==> config.mk <==
export PLATFORM = sky130hd
export DESIGN_NAME = chr_device_flat
export DESIGN_NICKNAME = d
export VERILOG_FILES = /design/src/rtl/chr_pkg.sv /design/src/rtl/chr_if.sv /design/src/rtl/chr_device.sv /design/src/rtl/chr_flow_unit.sv /design/src/flat_wrapper.sv
export SDC_FILE = /design/constraint.sdc
export NUM_CORES = 1
export LEC_CHECK = 0
export ABC_AREA = 1
export BUFFER_PORTS_ARGS = -buffer_cell sky130_fd_sc_hd__buf_2
export CELL_PAD_IN_SITES_DETAIL_PLACEMENT = 0
export CELL_PAD_IN_SITES_GLOBAL_PLACEMENT = 1
export CORE_AREA = 2 2 103 105
export DETAILED_ROUTE_END_ITERATION = 10
export DIE_AREA = 0 0 105 107
export PLACE_DENSITY = 0.86
export SYNTH_ARGS = -nofsm -noshare
export SYNTH_HDL_FRONTEND = slang
export SYNTH_SLANG_ARGS = --single-unit
==> constraint.sdc <==
create_clock -name clk_sys_i -period 3.14 [get_ports clk_sys_i]
set_input_delay 0.628 -clock clk_sys_i [delete_from_list [all_inputs] [get_ports clk_sys_i]]
set_output_delay 0.628 -clock clk_sys_i [all_outputs]
set_load 0.01 [all_outputs]
==> src/rtl/chr_pkg.sv <==
package chr_pkg;
  // Register offsets (module address numbers)
  localparam logic [8:0] ADDR_STOP_CMD = 9'h014;
  localparam logic [8:0] ADDR_FAULT_CLR = 9'h016;
  localparam logic [8:0] ADDR_AUX_CTRL = 9'h03f;
  localparam logic [8:0] ADDR_UP_JAM = 9'h06d;
  localparam logic [8:0] ADDR_DN_JAM = 9'h0bd;
  localparam logic [8:0] ADDR_UP_FLOW = 9'h16d;
  localparam logic [8:0] ADDR_DN_FLOW = 9'h177;
  localparam int ADDR_W = 9;
  localparam int DATA_W = 16;
  // Field positions
  localparam int FAULT_CLR_BIT = 0;
  localparam int AUX_DIR_L_BIT = 8;
  localparam int AUX_DIR_R_BIT = 9;
  localparam int AUX_OUT_L_BIT = 12;
  localparam int AUX_OUT_R_BIT = 13;
  localparam int JAM_BIT = 0;
  localparam int STATUS_JAM_BIT = 5;
  // Stop command values
  localparam logic [15:0] STOP_NONE = 16'h0000;
  localparam logic [15:0] STOP_SET = 16'h0001;
  localparam logic [15:0] STOP_CLEAR = 16'h0002;
  // Flow mode low byte codes
  localparam logic [7:0] FLOW_NORMAL = 8'h00;
  localparam logic [7:0] FLOW_ACCUM_A = 8'h01;
  localparam logic [7:0] FLOW_ACCUM_B = 8'h02;
  localparam logic [7:0] FLOW_CHG_REL = 8'h03;
  localparam logic [7:0] FLOW_DEF_REL = 8'h04;
  localparam logic [7:0] FLOW_RUN_FWD = 8'h05;
  localparam logic [7:0] FLOW_RUN_REV = 8'h06;
  localparam logic [7:0] FLOW_MAINT = 8'h07;
  localparam logic [7:0] FLOW_DIR_DEF = 8'h0a;
  localparam logic [7:0] FLOW_DIR_OPP = 8'h0b;
  localparam logic [7:0] ZONES_MAX = 8'hdc;
  localparam logic [7:0] ZONES_ALL = 8'h00;
  // Fault clear hold time
  localparam int CLK_HZ = 25000000;
  localparam int HOLD_MS = 500;
  localparam int HOLD_CYC = (CLK_HZ / 1000) * HOLD_MS;
  // Run mode encoding of applied flow state
  typedef enum logic [2:0] {
    MODE_NORMAL = 3'h0,
    MODE_ACCUM = 3'h1,
    MODE_MAINT = 3'h2,
    MODE_RUN_FWD = 3'h3,
    MODE_RUN_REV = 3'h4
  } chr_mode_type;
endpackage : chr_pkg

==> src/rtl/chr_if.sv <==
`timescale 1ns/1ps
interface chr_if;
  logic wr_en;
  logic [8:0] wr_addr;
  logic [15:0] wr_data;
  modport device (input wr_en, input wr_addr, input wr_data);
  modport host (output wr_en, output wr_addr, output wr_data);
endinterface : chr_if

==> src/rtl/chr_device.sv <==
`timescale 1ns/1ps
// What this block does
// - Fault clear register: 1 requests, 0 withdraws
// - Motor faults stay latched until cleared or reset
// - Bit 0 clears left/right motor faults
// - Request held 500 ms before acceptance
// - Bits 8/9 set aux pin direction
// - Bits 12/13 drive aux when output
// - Other aux bits reserved; host ignores
// - Host aux control only with usage none
// - Stop word: 0 none, 1 stop, 2 clear
// - Upstream jam clear on rising edge
// - Downstream jam clear on rising edge
// - Held one gives no further retries
// - Flow registers act from local zone
// - Codes 0-4 normal, accumulate, release modes
// - Codes 5-7 forward, reverse, maintenance
// - Codes 10/11 default or opposite direction
// - High byte zone count, zero all
// - Accumulate only after clear-to-blocked change
module chr_device #(
  parameter int HOLD_CYCLES = chr_pkg::HOLD_CYC
) (
  // Clock and reset
  input wire logic clk_sys_i,
  input wire logic rst_n_i,
  // Host writes
  chr_if.device bus,
  // Motor faults
  input wire logic fault_left_i,
  input wire logic fault_right_i,
  output logic fault_left_o,
  output logic fault_right_o,
  // Aux pins
  input wire logic aux_usage_none_l_i,
  input wire logic aux_usage_none_r_i,
  input wire logic aux_in_l_i,
  input wire logic aux_in_r_i,
  output logic aux_out_l_o,
  output logic aux_out_r_o,
  output logic aux_oe_l_o,
  output logic aux_oe_r_o,
  output logic [1:0] aux_in_o,
  // Stop group
  output logic stopped_o,
  // Jam
  input wire logic up_jam_i,
  input wire logic dn_jam_i,
  output logic up_jam_clear_o,
  output logic dn_jam_clear_o,
  // Zone flow
  input wire logic up_blocked_i,
  input wire logic dn_blocked_i,
  output chr_pkg::chr_mode_type up_mode_o,
  output chr_pkg::chr_mode_type dn_mode_o,
  output logic up_reverse_o,
  output logic dn_reverse_o,
  output logic up_alt_release_o,
  output logic dn_alt_release_o,
  output logic [7:0] up_zones_o,
  output logic [7:0] dn_zones_o,
  output logic up_accumulate_o,
  output logic dn_accumulate_o
);
  logic [15:0] fclr_r;
  logic [15:0] aux_r;
  logic up_jam_r;
  logic dn_jam_r;
  logic [31:0] hold_r;
  logic fault_l_r;
  logic fault_r_r;
  logic stopped_r;
  logic up_pulse_r;
  logic dn_pulse_r;
  logic [1:0] aux_in_r;
  logic wr_stop, wr_fclr, wr_aux, wr_upj, wr_dnj, wr_upf, wr_dnf;
  logic hold_done;
  logic up_rise, dn_rise;
  assign wr_stop = bus.wr_en && (bus.wr_addr == chr_pkg::ADDR_STOP_CMD);
  assign wr_fclr = bus.wr_en && (bus.wr_addr == chr_pkg::ADDR_FAULT_CLR);
  assign wr_aux = bus.wr_en && (bus.wr_addr == chr_pkg::ADDR_AUX_CTRL);
  assign wr_upj = bus.wr_en && (bus.wr_addr == chr_pkg::ADDR_UP_JAM);
  assign wr_dnj = bus.wr_en && (bus.wr_addr == chr_pkg::ADDR_DN_JAM);
  assign wr_upf = bus.wr_en && (bus.wr_addr == chr_pkg::ADDR_UP_FLOW);
  assign wr_dnf = bus.wr_en && (bus.wr_addr == chr_pkg::ADDR_DN_FLOW);
  assign hold_done = (hold_r >= 32'(HOLD_CYCLES));
  assign up_rise = wr_upj && bus.wr_data[chr_pkg::JAM_BIT] && !up_jam_r;
  assign dn_rise = wr_dnj && bus.wr_data[chr_pkg::JAM_BIT] && !dn_jam_r;
  always_ff @(posedge clk_sys_i)
  begin
    if (!rst_n_i)
    begin
      fclr_r <= 16'h0000;
      aux_r <= 16'h0000;
      up_jam_r <= 1'b0;
      dn_jam_r <= 1'b0;
    end
    else
    begin
      if (wr_fclr)
        fclr_r <= bus.wr_data;
      // host writes only when usage none
      // Usage is sampled at the write; a later unlock keeps the old bits
      if (wr_aux)
      begin
        if (aux_usage_none_l_i)
        begin
          aux_r[chr_pkg::AUX_DIR_L_BIT] <= bus.wr_data[chr_pkg::AUX_DIR_L_BIT];
          aux_r[chr_pkg::AUX_OUT_L_BIT] <= bus.wr_data[chr_pkg::AUX_OUT_L_BIT];
        end
        if (aux_usage_none_r_i)
        begin
          aux_r[chr_pkg::AUX_DIR_R_BIT] <= bus.wr_data[chr_pkg::AUX_DIR_R_BIT];
          aux_r[chr_pkg::AUX_OUT_R_BIT] <= bus.wr_data[chr_pkg::AUX_OUT_R_BIT];
        end
      end
      if (wr_upj)
        up_jam_r <= bus.wr_data[chr_pkg::JAM_BIT];
      if (wr_dnj)
        dn_jam_r <= bus.wr_data[chr_pkg::JAM_BIT];
    end
  end
  always_ff @(posedge clk_sys_i)
  begin
    if (!rst_n_i)
    begin
      hold_r <= 32'h0000_0000;
      fault_l_r <= 1'b0;
      fault_r_r <= 1'b0;
    end
    else
    begin
      // count continuous hold; a zero restarts it
      if (!fclr_r[chr_pkg::FAULT_CLR_BIT])
        hold_r <= 32'h0000_0000;
      // Saturates at the limit, so a long hold never wraps around
      else if (!hold_done)
        hold_r <= hold_r + 32'h0000_0001;
      // latch faults; set wins over clear
      fault_l_r <= fault_left_i || (fault_l_r && !hold_done);
      fault_r_r <= fault_right_i || (fault_r_r && !hold_done);
    end
  end
  always_ff @(posedge clk_sys_i)
  begin
    if (!rst_n_i)
    begin
      stopped_r <= 1'b0;
      up_pulse_r <= 1'b0;
      dn_pulse_r <= 1'b0;
      aux_in_r <= 2'h0;
    end
    else
    begin
      if (wr_stop && bus.wr_data == chr_pkg::STOP_SET)
        stopped_r <= 1'b1;
      else if (wr_stop && bus.wr_data == chr_pkg::STOP_CLEAR)
        stopped_r <= 1'b0;
      up_pulse_r <= up_rise && up_jam_i;
      dn_pulse_r <= dn_rise && dn_jam_i;
      aux_in_r <= {aux_in_r_i, aux_in_l_i};
    end
  end
  assign aux_oe_l_o = aux_r[chr_pkg::AUX_DIR_L_BIT];
  assign aux_oe_r_o = aux_r[chr_pkg::AUX_DIR_R_BIT];
  assign aux_out_l_o = aux_r[chr_pkg::AUX_DIR_L_BIT] && aux_r[chr_pkg::AUX_OUT_L_BIT];
  assign aux_out_r_o = aux_r[chr_pkg::AUX_DIR_R_BIT] && aux_r[chr_pkg::AUX_OUT_R_BIT];
  assign aux_in_o = aux_in_r;
  assign fault_left_o = fault_l_r;
  assign fault_right_o = fault_r_r;
  assign stopped_o = stopped_r;
  assign up_jam_clear_o = up_pulse_r;
  assign dn_jam_clear_o = dn_pulse_r;
  chr_flow_unit u_up (
    .clk_sys_i(clk_sys_i),
    .rst_n_i(rst_n_i),
    .wr_i(wr_upf),
    .data_i(bus.wr_data),
    .zone_blocked_i(up_blocked_i),
    .reg_o(),
    .mode_o(up_mode_o),
    .reverse_o(up_reverse_o),
    .alt_release_o(up_alt_release_o),
    .zone_count_o(up_zones_o),
    .accumulate_o(up_accumulate_o)
  );
  chr_flow_unit u_dn (
    .clk_sys_i(clk_sys_i),
    .rst_n_i(rst_n_i),
    .wr_i(wr_dnf),
    .data_i(bus.wr_data),
    .zone_blocked_i(dn_blocked_i),
    .reg_o(),
    .mode_o(dn_mode_o),
    .reverse_o(dn_reverse_o),
    .alt_release_o(dn_alt_release_o),
    .zone_count_o(dn_zones_o),
    .accumulate_o(dn_accumulate_o)
  );
endmodule : chr_device

==> src/rtl/chr_flow_unit.sv <==
`timescale 1ns/1ps
module chr_flow_unit (
  // Clock and reset
  input wire logic clk_sys_i,
  input wire logic rst_n_i,
  // Command write
  input wire logic wr_i,
  input wire logic [15:0] data_i,
  // Zone status
  input wire logic zone_blocked_i,
  // Applied state
  output logic [15:0] reg_o,
  output chr_pkg::chr_mode_type mode_o,
  output logic reverse_o,
  output logic alt_release_o,
  output logic [7:0] zone_count_o,
  output logic accumulate_o
);
  logic [7:0] code;
  logic known;
  logic armed_r;
  logic blocked_q_r;
  logic [15:0] reg_r;
  chr_pkg::chr_mode_type mode_r;
  logic rev_r;
  logic alt_r;
  logic [7:0] cnt_r;
  logic acc_r;
  logic rise;
  assign code = data_i[7:0];
  assign known = (code <= chr_pkg::FLOW_MAINT) || (code == chr_pkg::FLOW_DIR_DEF)
    || (code == chr_pkg::FLOW_DIR_OPP);
  assign rise = zone_blocked_i && !blocked_q_r;
  always_ff @(posedge clk_sys_i)
  begin
    if (!rst_n_i)
    begin
      reg_r <= 16'h0000;
      mode_r <= chr_pkg::MODE_NORMAL;
      rev_r <= 1'b0;
      alt_r <= 1'b0;
      cnt_r <= chr_pkg::ZONES_ALL;
      armed_r <= 1'b0;
      acc_r <= 1'b0;
      blocked_q_r <= 1'b0;
    end
    else
    begin
      blocked_q_r <= zone_blocked_i;
      if (wr_i)
        reg_r <= data_i;
      if (armed_r && rise)
      begin
        acc_r <= 1'b1;
        armed_r <= 1'b0;
      end
      else if (acc_r && !zone_blocked_i)
      begin
        acc_r <= 1'b0;
        armed_r <= (mode_r == chr_pkg::MODE_ACCUM);
      end
      // A normal or accumulate command in the same cycle overrides the arming above
      if (wr_i && known)
      begin
        cnt_r <= (data_i[15:8] > chr_pkg::ZONES_MAX) ? chr_pkg::ZONES_MAX : data_i[15:8];
        case (code)
          chr_pkg::FLOW_NORMAL:
          begin
            mode_r <= chr_pkg::MODE_NORMAL;
            acc_r <= 1'b0;
            armed_r <= 1'b0;
          end
          chr_pkg::FLOW_ACCUM_A, chr_pkg::FLOW_ACCUM_B:
          begin
            mode_r <= chr_pkg::MODE_ACCUM;
            // A zone filling in this very cycle still counts as clear to blocked
            armed_r <= !rise;
            acc_r <= rise;
          end
          chr_pkg::FLOW_CHG_REL: alt_r <= 1'b1;
          chr_pkg::FLOW_DEF_REL: alt_r <= 1'b0;
          chr_pkg::FLOW_RUN_FWD: mode_r <= chr_pkg::MODE_RUN_FWD;
          chr_pkg::FLOW_RUN_REV: mode_r <= chr_pkg::MODE_RUN_REV;
          chr_pkg::FLOW_MAINT: mode_r <= chr_pkg::MODE_MAINT;
          chr_pkg::FLOW_DIR_DEF: rev_r <= 1'b0;
          chr_pkg::FLOW_DIR_OPP: rev_r <= 1'b1;
          default: mode_r <= mode_r;
        endcase
      end
    end
  end
  assign reg_o = reg_r;
  assign mode_o = mode_r;
  assign reverse_o = rev_r;
  assign alt_release_o = alt_r;
  assign zone_count_o = cnt_r;
  assign accumulate_o = acc_r;
endmodule : chr_flow_unit

==> src/flat_wrapper.sv <==
// flat-port wrapper written by rule: the top's interface ports become plain ports
module chr_device_flat 
#(
  parameter int HOLD_CYCLES = chr_pkg::HOLD_CYC
)
  (clk_sys_i, rst_n_i, fault_left_i, fault_right_i, fault_left_o, fault_right_o, aux_usage_none_l_i, aux_usage_none_r_i, aux_in_l_i, aux_in_r_i, aux_out_l_o, aux_out_r_o, aux_oe_l_o, aux_oe_r_o, aux_in_o, stopped_o, up_jam_i, dn_jam_i, up_jam_clear_o, dn_jam_clear_o, up_blocked_i, dn_blocked_i, up_mode_o, dn_mode_o, up_reverse_o, dn_reverse_o, up_alt_release_o, dn_alt_release_o, up_zones_o, dn_zones_o, up_accumulate_o, dn_accumulate_o, bus_wr_en, bus_wr_addr, bus_wr_data);
  chr_if bus_i ();
  input wire logic clk_sys_i;
  input wire logic rst_n_i;
  input wire logic fault_left_i;
  input wire logic fault_right_i;
  output logic fault_left_o;
  output logic fault_right_o;
  input wire logic aux_usage_none_l_i;
  input wire logic aux_usage_none_r_i;
  input wire logic aux_in_l_i;
  input wire logic aux_in_r_i;
  output logic aux_out_l_o;
  output logic aux_out_r_o;
  output logic aux_oe_l_o;
  output logic aux_oe_r_o;
  output logic [1:0] aux_in_o;
  output logic stopped_o;
  input wire logic up_jam_i;
  input wire logic dn_jam_i;
  output logic up_jam_clear_o;
  output logic dn_jam_clear_o;
  input wire logic up_blocked_i;
  input wire logic dn_blocked_i;
  output chr_pkg::chr_mode_type up_mode_o;
  output chr_pkg::chr_mode_type dn_mode_o;
  output logic up_reverse_o;
  output logic dn_reverse_o;
  output logic up_alt_release_o;
  output logic dn_alt_release_o;
  output logic [7:0] up_zones_o;
  output logic [7:0] dn_zones_o;
  output logic up_accumulate_o;
  output logic dn_accumulate_o;
  input wire logic [$bits(bus_i.wr_en)-1:0] bus_wr_en;
  input wire logic [$bits(bus_i.wr_addr)-1:0] bus_wr_addr;
  input wire logic [$bits(bus_i.wr_data)-1:0] bus_wr_data;
  assign bus_i.wr_en = bus_wr_en;
  assign bus_i.wr_addr = bus_wr_addr;
  assign bus_i.wr_data = bus_wr_data;
  chr_device #(.HOLD_CYCLES(HOLD_CYCLES)) u_core (.clk_sys_i(clk_sys_i), .rst_n_i(rst_n_i), .bus(bus_i), .fault_left_i(fault_left_i), .fault_right_i(fault_right_i), .fault_left_o(fault_left_o), .fault_right_o(fault_right_o), .aux_usage_none_l_i(aux_usage_none_l_i), .aux_usage_none_r_i(aux_usage_none_r_i), .aux_in_l_i(aux_in_l_i), .aux_in_r_i(aux_in_r_i), .aux_out_l_o(aux_out_l_o), .aux_out_r_o(aux_out_r_o), .aux_oe_l_o(aux_oe_l_o), .aux_oe_r_o(aux_oe_r_o), .aux_in_o(aux_in_o), .stopped_o(stopped_o), .up_jam_i(up_jam_i), .dn_jam_i(dn_jam_i), .up_jam_clear_o(up_jam_clear_o), .dn_jam_clear_o(dn_jam_clear_o), .up_blocked_i(up_blocked_i), .dn_blocked_i(dn_blocked_i), .up_mode_o(up_mode_o), .dn_mode_o(dn_mode_o), .up_reverse_o(up_reverse_o), .dn_reverse_o(dn_reverse_o), .up_alt_release_o(up_alt_release_o), .dn_alt_release_o(dn_alt_release_o), .up_zones_o(up_zones_o), .dn_zones_o(dn_zones_o), .up_accumulate_o(up_accumulate_o), .dn_accumulate_o(dn_accumulate_o));
endmodule
Yosys cells after proc, flatten, opt, wreduce, memory -nomap -nowiden

Cells that the tools add are included.
W data, S select, Z words.

$add $sub $neg: 1
Reductions and logical operators: 55
Order comparisons: 3
Equality and inequality tests: 20
Multiplexer cells: 22

Operator list:

| operator                | count |
|---|---|
| $add A32 B1 Y32 const B | 1 |
| $eq A8 B3 Y1 const B    | 4 |
| $ge A32 B24 Y1 const B  | 1 |
| $logic_and A1 B1 Y1     | 27 |
| $eq A9 B5 Y1 const B    | 2 |
| $eq A9 B9 Y1 const B    | 2 |
| $reduce_and A2 Y1       | 9 |
| $eq A16 B1 Y1 const B   | 1 |
| $eq A16 B2 Y1 const B   | 1 |
| $eq A8 B2 Y1 const B    | 2 |
| $eq A8 B4 Y1 const B    | 2 |
| $pmux W3 S5             | 1 |
| $mux W1                 | 14 |
| $pmux W1 S2             | 6 |
| $eq A9 B6 Y1 const B    | 1 |
| $eq A9 B7 Y1 const B    | 1 |
| $eq A9 B8 Y1 const B    | 1 |
| $logic_not A1 Y1        | 9 |
| $eq A8 B1 Y1 const B    | 1 |
| $gt A8 B8 Y1 const B    | 1 |
| $le A8 B3 Y1 const B    | 1 |
| $logic_not A8 Y1        | 1 |
| $mux W8                 | 1 |
| $eq A3 B1 Y1 const B    | 2 |
| other kinds (4)         | 9 |

Bits in registers: 78
Word-level logic and storage cells: 127
Bits of input ports: 38

Longest topological paths before layout

Gate-level depths: netlist of run 1.

Depth after elaboration: 6
Gate-level depth with buffers: 10

Hierarchy

A second synthesis of run 1 with hierarchy kept.

Cells, all modules: 789
Area total of the unflattened synthesis: 5422.7 sq um

Modules (own cells, without submodules):

| module        | area an instance (sq um) | sequential area each (sq um) | cells each | instances |
|---|---|---|---|---|
| chr_flow_unit | 1360.1                   | 640.6                        | 192        | 2 |
| chr_device    | 2702.6                   | 920.9                        | 405        | 1 |

Worst setup path after synthesis of run 1

No wires, ideal clock.

Path type: input to register
Start point: in bus_wr_data[5]
End point: reg u_core.u_up.rev_r, in the netlist u_core.u_up.reverse_o
Slack: 1.462 ns
Data arrival time: 1.546 ns
Stages: 7
Path through: nor2_1 -> nand2_1 -> a21oi_2 -> nand3_1 -> buf_2 -> o21ai_0 -> a21oi_1

Word-level cells in the longest chain between the ends: 5
Elaborated cells between the ends (all ways): 9

Ends and longest elaborated chain:

| item                                         | line                                     | RTL |
|---|---|---|
| from (decl)                                  | flat_wrapper.sv:42                       | `input wire logic [$bits(bus_i.wr_data)-1:0] bus_wr_data;` |
| $le A8 B3 Y1 or $eq A8 B4 Y1 (tied branches) | chr_flow_unit.sv:31, chr_flow_unit.sv:66 |  |
| $logic_or A1 B1 Y1                           | chr_flow_unit.sv:31                      | `assign known = (code <= chr_pkg::FLOW_MAINT) \|\| (code == chr_pkg::FLOW_DIR_DEF)` |
| $logic_or A1 B1 Y1                           | chr_flow_unit.sv:32                      | `\|\| (code == chr_pkg::FLOW_DIR_OPP);` |
| $logic_and A1 B1 Y1                          | chr_flow_unit.sv:63                      | `if (wr_i && known)` |
| $reduce_and A2 Y1 (no line)                  | n/a                                      |  |
| to (signal assigned)                         | chr_flow_unit.sv:40                      | `rev_r <= 1'b0;` |
| to (signal assigned)                         | chr_flow_unit.sv:85                      | `chr_pkg::FLOW_DIR_DEF: rev_r <= 1'b0;` |
| to (signal assigned)                         | chr_flow_unit.sv:86                      | `chr_pkg::FLOW_DIR_OPP: rev_r <= 1'b1;` |
| to (decl)                                    | chr_flow_unit.sv:25                      | `logic rev_r;` |

Parallel ways exist; a longest one is shown, timed or not.
A chain may end at the register's enable or synchronous reset.

Final worst setup path of run 1

Start point: in bus_wr_data[5]
End point: reg u_core.u_up.mode_r[2], in the netlist u_core.u_up.mode_o[2]

Word-level cells in the longest chain between the ends: 5
Elaborated cells between the ends (all ways): 16

Ends and longest elaborated chain:

| item                                         | line                | RTL |
|---|---|---|
| $le A8 B3 Y1 or $eq A8 B4 Y1 (tied branches) | chr_flow_unit.sv:31 |  |
| $logic_or A1 B1 Y1                           | chr_flow_unit.sv:31 |  |
| $logic_or A1 B1 Y1                           | chr_flow_unit.sv:32 |  |
| $logic_and A1 B1 Y1                          | chr_flow_unit.sv:63 |  |
| $reduce_and A2 Y1 (no line)                  | n/a                 |  |
| to (signal assigned)                         | chr_flow_unit.sv:39 | `mode_r <= chr_pkg::MODE_NORMAL;` |
| to (signal assigned)                         | chr_flow_unit.sv:69 | `mode_r <= chr_pkg::MODE_NORMAL;` |
| to (signal assigned)                         | chr_flow_unit.sv:75 | `mode_r <= chr_pkg::MODE_ACCUM;` |
| to (decl)                                    | chr_flow_unit.sv:24 | `chr_pkg::chr_mode_type mode_r;` |

Parallel ways exist; a longest one is shown, timed or not.

==> metrics.md, run 1 <==
| Metric | Value |
|---|---|
| Initial antenna violation count | `0` |
| Crit path required time | `3.42 ns` |
| DPL Wire Length | `7680 um` |
| Critical path's slowest cell | `nand3_1` |
| Nets@finish | `756` |
| Hold path start | `u_core.up_jam_r` |
| Die Span Y | `107 um` |
| Synth warn | `0` |
| Combinational share of power | `4.8%` |
| VDD IR max | `0.197 mV` |
| Die extent in x | `105 um` |
| Number of placed I/O pins | `77` |
| Most used cell, CP | `nand2_1` |
| Setup Viol. Count Final | `0` |
| Slew Viols, Final | `0` |
| Top delay family on crit path | `simple AND/OR/NAND/NOR gates` |
| Count of cell types in the netlist | `28` |
| Clk Latency, worst-skew pair | `0.35 ns` |
| Post-Syn Area | `4090 um^2` |
| Hold Path Stages | `1` |
| Clock Skews | `0.0104 ns` |
| Post-Route WL | `10300 um` |
| Status | `complete, no violations` |
| Post-synthesis simple-gate area fraction | `39.7%` |
| RR Startpoint | `u_core.hold_r[0]` |
| Root Buffer | `clkbuf_8` |
| Routability congestion estimate | `0.852` |
| Max cap viols | `0` |
| Fill count | `1111` |
| Total global routing overflow | `0` |
| Reg2Reg Setup Slack | `1.19 ns` |
| Port Buffers | `76` |
| Worst hold path class | `reg -> reg` |
| Xor and xnor fraction of the mapped netlist area | `1.93%` |
| Synth top area share | `38.2%` |
| Leak | `2.09 nW` |
| Final period util | `64.9%` |
| Die area | `11200 um^2` |
| Sequential fraction of the synthesis area | `38.2%` |
| Most common cell in the synthesized netlist | `nand2_1` |
| Pwr dens | `392 nW/um^2` |
| Post-synth EDFFs | `0` |
| Relative slew slack | `52.6%` |
| CTS Sinks | `78` |
| Site Rows | `37` |
| DRT iter0 DRCs | `133` |
| CTS tree | `yes` |
| Setup bufs post-CTS | `0` |
| Post-synthesis mux area share | `0%` |
| Final hold vios | `0` |
| Avg Cell Area, Syn | `6.34 um^2` |
| CP arrival | `2.32 ns` |
| Worst setup EP type | `flop` |
| Mapped Nets | `685` |
| Pre-antenna DRT Iters | `6` |
| TNS Setup | `0 ns` |
| Worst Path Buf+Inv | `2` |
| Post-Synth Adder-Cell Area | `0.612%` |
| Core area | `10100 um^2` |
| Hold EP | `u_core.up_jam_clear_o` |
| Critical path startpoint category | `input port` |
| Post-DRT Antenna Nets | `0` |
| Slew @ Worst Pin | `0.712 ns` |
| H-tree Lvls | `3` |
| Max stage delay on crit path | `0.38 ns` |
| Area growth from synthesis to layout | `16.3%` |
| Seq pwr share | `53.3%` |
| Fraction of registers with async set/reset | `0%` |
| Hold Buf Count CTS | `0` |
| Number of global-route vias before repair | `3831` |
| Antenna diodes | `0` |
| Psw | `0.451 mW` |
| Largest family of logic cells by synthesized area | `simple AND/OR/NAND/NOR gates` |
| Clock power frac | `41.9%` |
| Worst-path fanout max | `12` |
| Design area | `4760 um^2` |
| R2r endpoint | `u_core.hold_r[16]` |
| Ys flop type | `dfxtp_1` |
| Top cell type by total area after synthesis | `dfxtp_1` |
| Synth area leaders | `dfxtp_1, nand2_1, nor2_1, inv_1, nand3_1` |
| R2R cell count | `8` |
| CTS Buf Count | `9` |
| Min Tclk post-route | `2.04 ns` |
| Ordered list of cells on the worst path | `buf_2 -> nor2_1 -> nand2_1 -> a21oi_2 -> nand3_1 -> inv_1 -> nand2_1 -> nand2_1 -> nand2_1 -> nor2_1` |
| Cells after Synth | `645` |
| Clk slew on worst S/H paths | `0.08 ns` |
| Setup ws final | `1.10 ns` |
| Dpl ws | `0.769 ns` |
| Int Power | `1.42 mW` |
| WS Path Type | `in -> reg` |
| Gr usage total | `18.8%` |
| Remaining routing DRC violations | `0` |
| Sw frac | `24.2%` |
| Largest net degree at the start of global routing | `35` |
| Global-route wire length before repair | `17200 um` |
| Via count | `4101` |
| Clock Path Buffers | `2` |
| RSZ-0062 raised after global routing | `false` |
| Synth Area in Compound Gates | `9.85%` |
| Yosys reg bits | `78` |
| Layout cells sized above 1 | `15.5%` |
| Initial core utilization | `40.5%` |
| DR vias/cell | `4.79` |
| Post-synth top cells | `nand2_1, nor2_1, dfxtp_1, inv_1, nand3_1` |
| Post-DR wirelength/cell | `12.0 um` |
| Fin util | `47.1%` |
| Fmax | `0.491 GHz` |
| Post_cts resized | `0` |
| Placed inst area | `4560 um^2` |
## final cells by class
type	instances	area, um^2	area share [%]
flip-flops and latches	78	1560	32.8
repair buffers	79	403	8.47
multi-input cells	470	2130	44.8
clock buffers	11	141	2.97
inverters	78	293	6.15
well taps	136	170	3.58
clock inverters	5	58.8	1.24
## how the worst max path moves through the flow
stage	from	to	slack [ns]	cells after the start
6_report	bus_wr_data[5]	u_core.u_up.mode_o[2]	1.10	10
4_1_cts	bus_wr_data[5]	u_core.u_up.mode_o[2]	1.12	10
3_3_place_gp	bus_wr_data[7]	u_core.u_up.mode_o[2]	0.88	9
2_1_floorplan	bus_wr_data[5]	u_core.u_up.reverse_o	1.46	7
3_5_place_dp	bus_wr_data[5]	u_core.u_up.mode_o[2]	0.77	10
5_1_grt	bus_wr_data[5]	u_core.u_up.mode_o[2]	0.87	10
## logic make-up after synthesis
logic type,after synthesis
XOR/XNOR,9
AO/OA/AOI/OAI,78
AND/OR/NAND/NOR,381
buffers and inverters,97
adder cells (fa/ha/maj),2
flip-flops,78
## metrics by stage
step	instances	hold slack, ns	power (mW)
global route	857	0.445	1.94
finish	857	0.424	1.87
global placement	841	0.406	1.11
floorplan	645	0.398	1.06
CTS	857	0.428	1.89
detailed placement	841	0.413	1.11
## metal layers
layer	global-route usage, %	vias up	part of all wire, %
met5	0	-	0
met4	6.95	0	1.9
met3	3.28	17	4.0
met2	34.7	94	50
met1	21.6	1830	44
li1	-	2160	-
## power by group through the flow
stage	clock network (mW)	registers, mW	logic [mW]
3_5_place_dp	0	1.02	0.0900
6_report	0.782	0.994	0.0898
4_1_cts	0.801	0.994	0.0907
3_3_place_gp	0	1.02	0.0886
2_1_floorplan	0	1.02	0.0433
5_1_grt	0.839	0.995	0.103
## placed cells by master, fill, tap and decap left out, drive strengths merged
cell        n
nand2     179
xor2        4
dfxtp      78
inv        78
a21boi      2
buf        79
xnor2       5
bufinv      1
nor2      127
nor4        2
clkbuf     11
nor3        6
clkinvlp    2
o21ai      33
nand3      47
nor2b       2
clkinv      2
nand4      13
a21oi      43
ha          2
nand3b      5
## state kept, by name (all words and copies together), names as in the netlist, 2 cells and up
register                  count
u_core.aux_r                  4
u_core.u_dn.mode_o            3
u_core.hold_r                32
u_core.u_up.mode_o            3
u_core.aux_in_o               2
u_core.u_dn.zone_count_o      8
u_core.u_up.zone_count_o      8
(Power assumes the default switching activity.)
==> run 2, diff against run 1 <==
--- a/config.mk
+++ b/config.mk
@@ -9,10 +9,10 @@
 export BUFFER_PORTS_ARGS = -buffer_cell sky130_fd_sc_hd__buf_2
 export CELL_PAD_IN_SITES_DETAIL_PLACEMENT = 0
 export CELL_PAD_IN_SITES_GLOBAL_PLACEMENT = 1
-export CORE_AREA = 2 2 103 105
+export CORE_AREA = 2 2 107 109
 export DETAILED_ROUTE_END_ITERATION = 10
-export DIE_AREA = 0 0 105 107
-export PLACE_DENSITY = 0.86
+export DIE_AREA = 0 0 109 111
+export PLACE_DENSITY = 0.81
 export SYNTH_ARGS = -nofsm -noshare
 export SYNTH_HDL_FRONTEND = slang
 export SYNTH_SLANG_ARGS = --single-unit
==> constraint.sdc (replaced) <==
create_clock -name clk_sys_i -period 1.97 [get_ports clk_sys_i]
set_input_delay 0.394 -clock clk_sys_i [delete_from_list [all_inputs] [get_ports clk_sys_i]]
set_output_delay 0.394 -clock clk_sys_i [all_outputs]
set_load 0.01 [all_outputs]
==> metrics.md, run 2 (synthesis gave the netlist of run 1 again) <==
| Metric | Value |
|---|---|
| Post_cts resized | `0` |
| Number of global-route vias before repair | `3896` |
| DR vias/cell | `4.67` |
| Setup Viol. Count Final | `0` |
| H-tree Lvls | `3` |
| Placed inst area | `4660 um^2` |
| Slew Viols, Final | `0` |
| Hold Buf Count CTS | `0` |
| Pwr dens | `718 nW/um^2` |
| Largest net degree at the start of global routing | `23` |
| Clk Latency, worst-skew pair | `0.34 ns` |
| Worst-path fanout max | `6` |
| Psw | `0.767 mW` |
| Crit path depth | `8` |
| Critical path's slowest cell | `dfxtp_1` |
| Fmax | `0.599 GHz` |
| Site Rows | `39` |
| Remaining routing DRC violations | `0` |
| Design area | `4990 um^2` |
| Global route hottest layer | `met2` |
| Min Tclk post-route | `1.67 ns` |
| Hold slack | `0.239 ns` |
| Clock Skews | `0.00616 ns` |
| Layout cells sized above 1 | `17.1%` |
| Antenna diodes | `0` |
| Total global routing overflow | `0` |
| Gr usage total | `18.6%` |
| Most used cell, CP | `buf_4` |
| Post-DR wirelength/cell | `12.0 um` |
| M2 GR Usage | `30.7%` |
| Relative slew slack | `67.5%` |
| Initial core utilization | `36.9%` |
| TNS Setup | `0 ns` |
| Pre-antenna DRT Iters | `5` |
| Ordered list of cells on the worst path | `ha_1 -> nand3_2 -> nor2_1 -> buf_4 -> buf_4 -> xor2_1 -> nand3_1 -> a21oi_1` |
| Int Power | `2.82 mW` |
| Leak | `2.21 nW` |
| Port Buffers | `76` |
| Combinational share of power | `4.0%` |
| Clock power frac | `51.7%` |
| Commonest non-fill, non-tap cell in the layout | `nand2_1` |
| R2R cell count | `8` |
| Nets@finish | `768` |
| Top delay family on crit path | `flip-flops` |
| Setup bufs post-CTS | `0` |
| CTS tree | `yes` |
| WS Path Type | `reg -> reg` |
| Max reg flops | `32` |
| Grt met3 use | `4.76%` |
| Critical path startpoint category | `flop` |
| Die Span Y | `111 um` |
| Met1 global-route usage | `23.0%` |
| Final period util | `84.8%` |
| Post-Route WL | `10500 um` |
| Max stage delay on crit path | `0.40 ns` |
| Seq pwr share | `44.3%` |
| Clk slew on worst S/H paths | `0.06 ns` |
| Root Buffer | `clkbuf_16` |
| Sw frac | `21.4%` |
| Global-route wire length before repair | `17900 um` |
| Core area | `11100 um^2` |
| Final hold vios | `0` |
| RSZ-0062 raised after global routing | `false` |
| Status | `complete, no violations` |
| Hold Path Stages | `3` |
| Crit path required time | `2.24 ns` |
| Commonest cells after routing, fill and taps aside | `nand2_1, nor2_1, dfxtp_1` |
| Largest reg by FF count | `u_core.hold_r` |
| Worst setup EP type | `flop` |
| Post-DRT Antenna Nets | `0` |
| CTS Sinks | `78` |
| VDD IR max | `0.418 mV` |
| Design Power | `3.58 mW` |
| Die extent in x | `109 um` |
| Via count | `4090` |
| Routability congestion estimate | `0.863` |
| DRT iter0 DRCs | `175` |
| Initial antenna violation count | `0` |
| Number of placed I/O pins | `77` |
| Area growth from synthesis to layout | `22.0%` |
| DPL Wire Length | `8070 um` |
| Die area | `12100 um^2` |
| Clock Path Buffers | `2` |
| CTS Buf Count | `9` |
| Slew @ Worst Pin | `0.488 ns` |
| CP arrival | `1.94 ns` |
| Worst Path Buf+Inv | `2` |
| Max cap viols | `0` |
| Worst hold path class | `in -> reg` |
==> run 2: changes by cell type in the layout (fill, tap and decap cells not counted), sizes merged <==
cell | previous run | this run
buf | 79 | 91
clkinvlp | 2 | 1
bufinv | 1 | 2
==> run 2: path summary, 6_finish.rpt <==
kind | start | endpoint | slack (ns)
hold / removal | aux_in_r_i | u_core.aux_in_o[1] | 0.24
setup / recovery | u_core.hold_r[1] | u_core.hold_r[6] | 0.30
hold reg to reg | u_core.up_jam_r | u_core.up_jam_clear_o | 0.42
setup reg to reg | u_core.hold_r[1] | u_core.hold_r[6] | 0.30
==> run 2: final cells by class <==
type | count | area [um^2]
Fill cell | 1182 | 6090
Multi-Input combinational cell | 470 | 2130
Sequential cell | 78 | 1560
Timing Repair Buffer | 91 | 493
Inverter | 78 | 293
Clock buffer | 11 | 253
Tap cell | 143 | 179
Clock inverter | 5 | 81.3
==> run 2: layer usage <==
| metal | vias to the layer above | part of all wire, % |
|---|---|---|
| li1 | 2187 | - |
| met1 | 1796 | 44 |
| met2 | 89 | 49 |
| met3 | 18 | 4.3 |
| met4 | 0 | 2.3 |
| met5 | - | 0 |
==> run 2: worst min-delay path, delay by kind of cell <==
kind,cells,cell delay (ns)
simple gates,1,0.04
buf+inv,2,0.12
==> run 2: power by group through the flow <==
stage | Combinational [mW] | Sequential [mW] | Clock, mW
global placement | 0.142 | 1.62 | 0
floorplan | 0.0691 | 1.62 | 0
detailed placement | 0.145 | 1.62 | 0
finish | 0.144 | 1.59 | 1.85
CTS | 0.145 | 1.59 | 1.90
global route | 0.165 | 1.59 | 1.98
==> run 2: metrics by stage <==
stage | util (%) | worst slack (ns) | cells
3_5_place_dp | 42.0 | 0.217 | 860
6_report | 45.0 | 0.300 | 876
5_1_grt | 45.0 | 0.126 | 876
4_1_cts | 45.0 | 0.299 | 876
3_3_place_gp | 42.0 | 0.242 | 860
2_1_floorplan | - | 0.491 | 645
==> run 3, diff against run 2 <==
==> constraint.sdc (replaced) <==
create_clock -name clk_sys_i -period 1.6 [get_ports clk_sys_i]
set_input_delay 0.32 -clock clk_sys_i [delete_from_list [all_inputs] [get_ports clk_sys_i]]
set_output_delay 0.32 -clock clk_sys_i [all_outputs]
set_load 0.01 [all_outputs]
==> metrics.md, run 3 (synthesis gave the netlist of run 1 again) <==
| Metric | Value |
|---|---|
| Final hold vios | `0` |
| Nets@finish | `792` |
| Clk slew on worst S/H paths | `0.06 ns` |
| Initial core utilization | `36.9%` |
| Seq pwr share | `44.2%` |
| DR vias/cell | `4.72` |
| Via count | `4245` |
| Clock Skews | `0.0127 ns` |
| Fin util | `47.5%` |
| Die extent in x | `109 um` |
| Area growth from synthesis to layout | `28.6%` |
| Fill count | `1127` |
| Gr usage total | `18.7%` |
| Pwr dens | `841 nW/um^2` |
| Status | `complete, no violations` |
| Critical path origin | `u_core.hold_r[18]` |
| Number of placed I/O pins | `77` |
| CTS Sinks | `78` |
| Design Power | `4.42 mW` |
| Core area | `11100 um^2` |
| Site Rows | `39` |
| Int Power | `3.51 mW` |
| Commonest cells after routing, fill and taps aside | `nand2_1, nor2_1, inv_1` |
| H-tree Lvls | `3` |
| Root Buffer | `clkbuf_16` |
| Placed cells | `883` |
| Largest reg by FF count | `u_core.hold_r` |
| Clock power frac | `51.6%` |
| Max cap viols | `0` |
| Initial antenna violation count | `0` |
| Setup Viol. Count Final | `0` |
| Die area | `12100 um^2` |
| Worst setup EP type | `flop` |
| Worst-path fanout max | `5` |
| Min Tclk post-route | `1.46 ns` |
| R2r endpoint | `u_core.hold_r[17]` |
| Max reg flops | `32` |
| Remaining routing DRC violations | `0` |
| Number of global-route vias before repair | `3934` |
| Pre-antenna DRT Iters | `4` |
| Antenna diodes | `0` |
| Setup ws final | `0.139 ns` |
| CP arrival | `1.68 ns` |
| VDD IR max | `0.508 mV` |
| Design area | `5260 um^2` |
| Hold slack | `0.163 ns` |
| R2R cell count | `10` |
| Sw frac | `20.5%` |
| Final period util | `91.3%` |
| Die Span Y | `111 um` |
| Global-route wire length before repair | `17800 um` |
| TNS Setup | `0 ns` |
| Dpl ws | `-0.0395 ns` |
| DRT iter0 DRCs | `197` |
| Critical path startpoint category | `flop` |
| Post-DR wirelength/cell | `12.0 um` |
| Clk Latency, worst-skew pair | `0.34 ns` |
| Slew @ Worst Pin | `0.499 ns` |
| Total global routing overflow | `0` |
| Psw | `0.908 mW` |
| Post-Route WL | `10800 um` |
| RSZ-0062 raised after global routing | `false` |
| Crit path required time | `1.82 ns` |
| Largest net degree at the start of global routing | `25` |
| Commonest non-fill, non-tap cell in the layout | `nand2_1` |
| Post-DRT Antenna Nets | `0` |
| Routability congestion estimate | `0.892` |
| WS Path Type | `reg -> reg` |
| DPL Wire Length | `8300 um` |
| Relative slew slack | `66.4%` |
| Slew Viols, Final | `0` |
| Combinational share of power | `4.2%` |
| Port Buffers | `76` |
| Non-filler cells, final | `900` |
| RR Startpoint | `u_core.hold_r[18]` |
| Fmax | `0.685 GHz` |
| CP endpoint | `u_core.hold_r[17]` |
| CTS Buf Count | `9` |
| Clock Path Buffers | `2` |
| Reg2Reg Setup Slack | `0.14 ns` |
| Placed inst area | `4850 um^2` |
| Worst hold path class | `in -> reg` |
| CTS tree | `yes` |
| Layout cells sized above 1 | `20.9%` |
| Leak | `2.37 nW` |
-- run 3: cell types whose count changed in the layout (fill, tap and decap cells not counted), sizes merged --
cell / before / now
buf: 91 / 115
clkinvlp: 1 / 0
clkbuf: 11 / 13
clkinv: 2 / 1
-- run 3: worst min path at each step --
stage,from,to,slack (ns),cells past startpoint
detailed placement,u_core.hold_r[30],u_core.hold_r[30],0.42,2
CTS,aux_in_l_i,u_core.aux_in_o[0],0.15,3
global route,aux_in_l_i,u_core.aux_in_o[0],0.17,3
floorplan,u_core.up_jam_r,u_core.up_jam_clear_o,0.40,1
global placement,u_core.dn_jam_r,u_core.dn_jam_clear_o,0.41,1
finish,aux_in_l_i,u_core.aux_in_o[0],0.16,3
-- run 3: power by group through the flow --
stage | clock [mW] | combinational [mW] | sequential [mW]
3_3_place_gp | 0 | 0.183 | 2.00
3_5_place_dp | 0 | 0.185 | 2.00
2_1_floorplan | 0 | 0.0850 | 2.00
4_1_cts | 2.35 | 0.186 | 1.95
6_report | 2.28 | 0.186 | 1.95
5_1_grt | 2.44 | 0.210 | 1.95
-- run 3: repair_timing --
action | 4_1_cts | 5_1_grt
gates cloned | 0 | 0
pin swaps | 0 | 2
endpoints found under the setup margin | 13 | 24
buffers inserted | 0 | 1
hold buffers | 0 | 0
gates resized for setup | 2 | 13
-- run 3: critical path, cell delays in order (launching register included) --
cell     delay, ns
dfxtp_1       0.37
nand3_1       0.13
nor2_1        0.11
nand2_1       0.09
nor2_4        0.15
nand2_4       0.11
buf_12        0.15
nand3_1       0.09
nand2_1       0.06
nand2_1       0.05
nor2_1        0.04
-- run 3: cell type report --
cell class | count | area (um^2) | area share, %
multi-input cells | 470 | 2180 | 41.4
flip-flops and latches | 78 | 1570 | 29.8
repair buffers | 115 | 711 | 13.5
inverters | 78 | 293 | 5.56
clock buffers | 13 | 270 | 5.14
well taps | 143 | 179 | 3.40
clock inverters | 3 | 65.1 | 1.24
-- run 3: metal layers --
metal | global-route usage (%) | vias to the layer above | part of all wire, %
li1 | - | 2243 | -
met1 | 22.5 | 1901 | 43
met2 | 32.3 | 92 | 51
met3 | 4.35 | 9 | 4.8
met4 | 5.81 | 0 | 1.3
met5 | 0 | - | 0
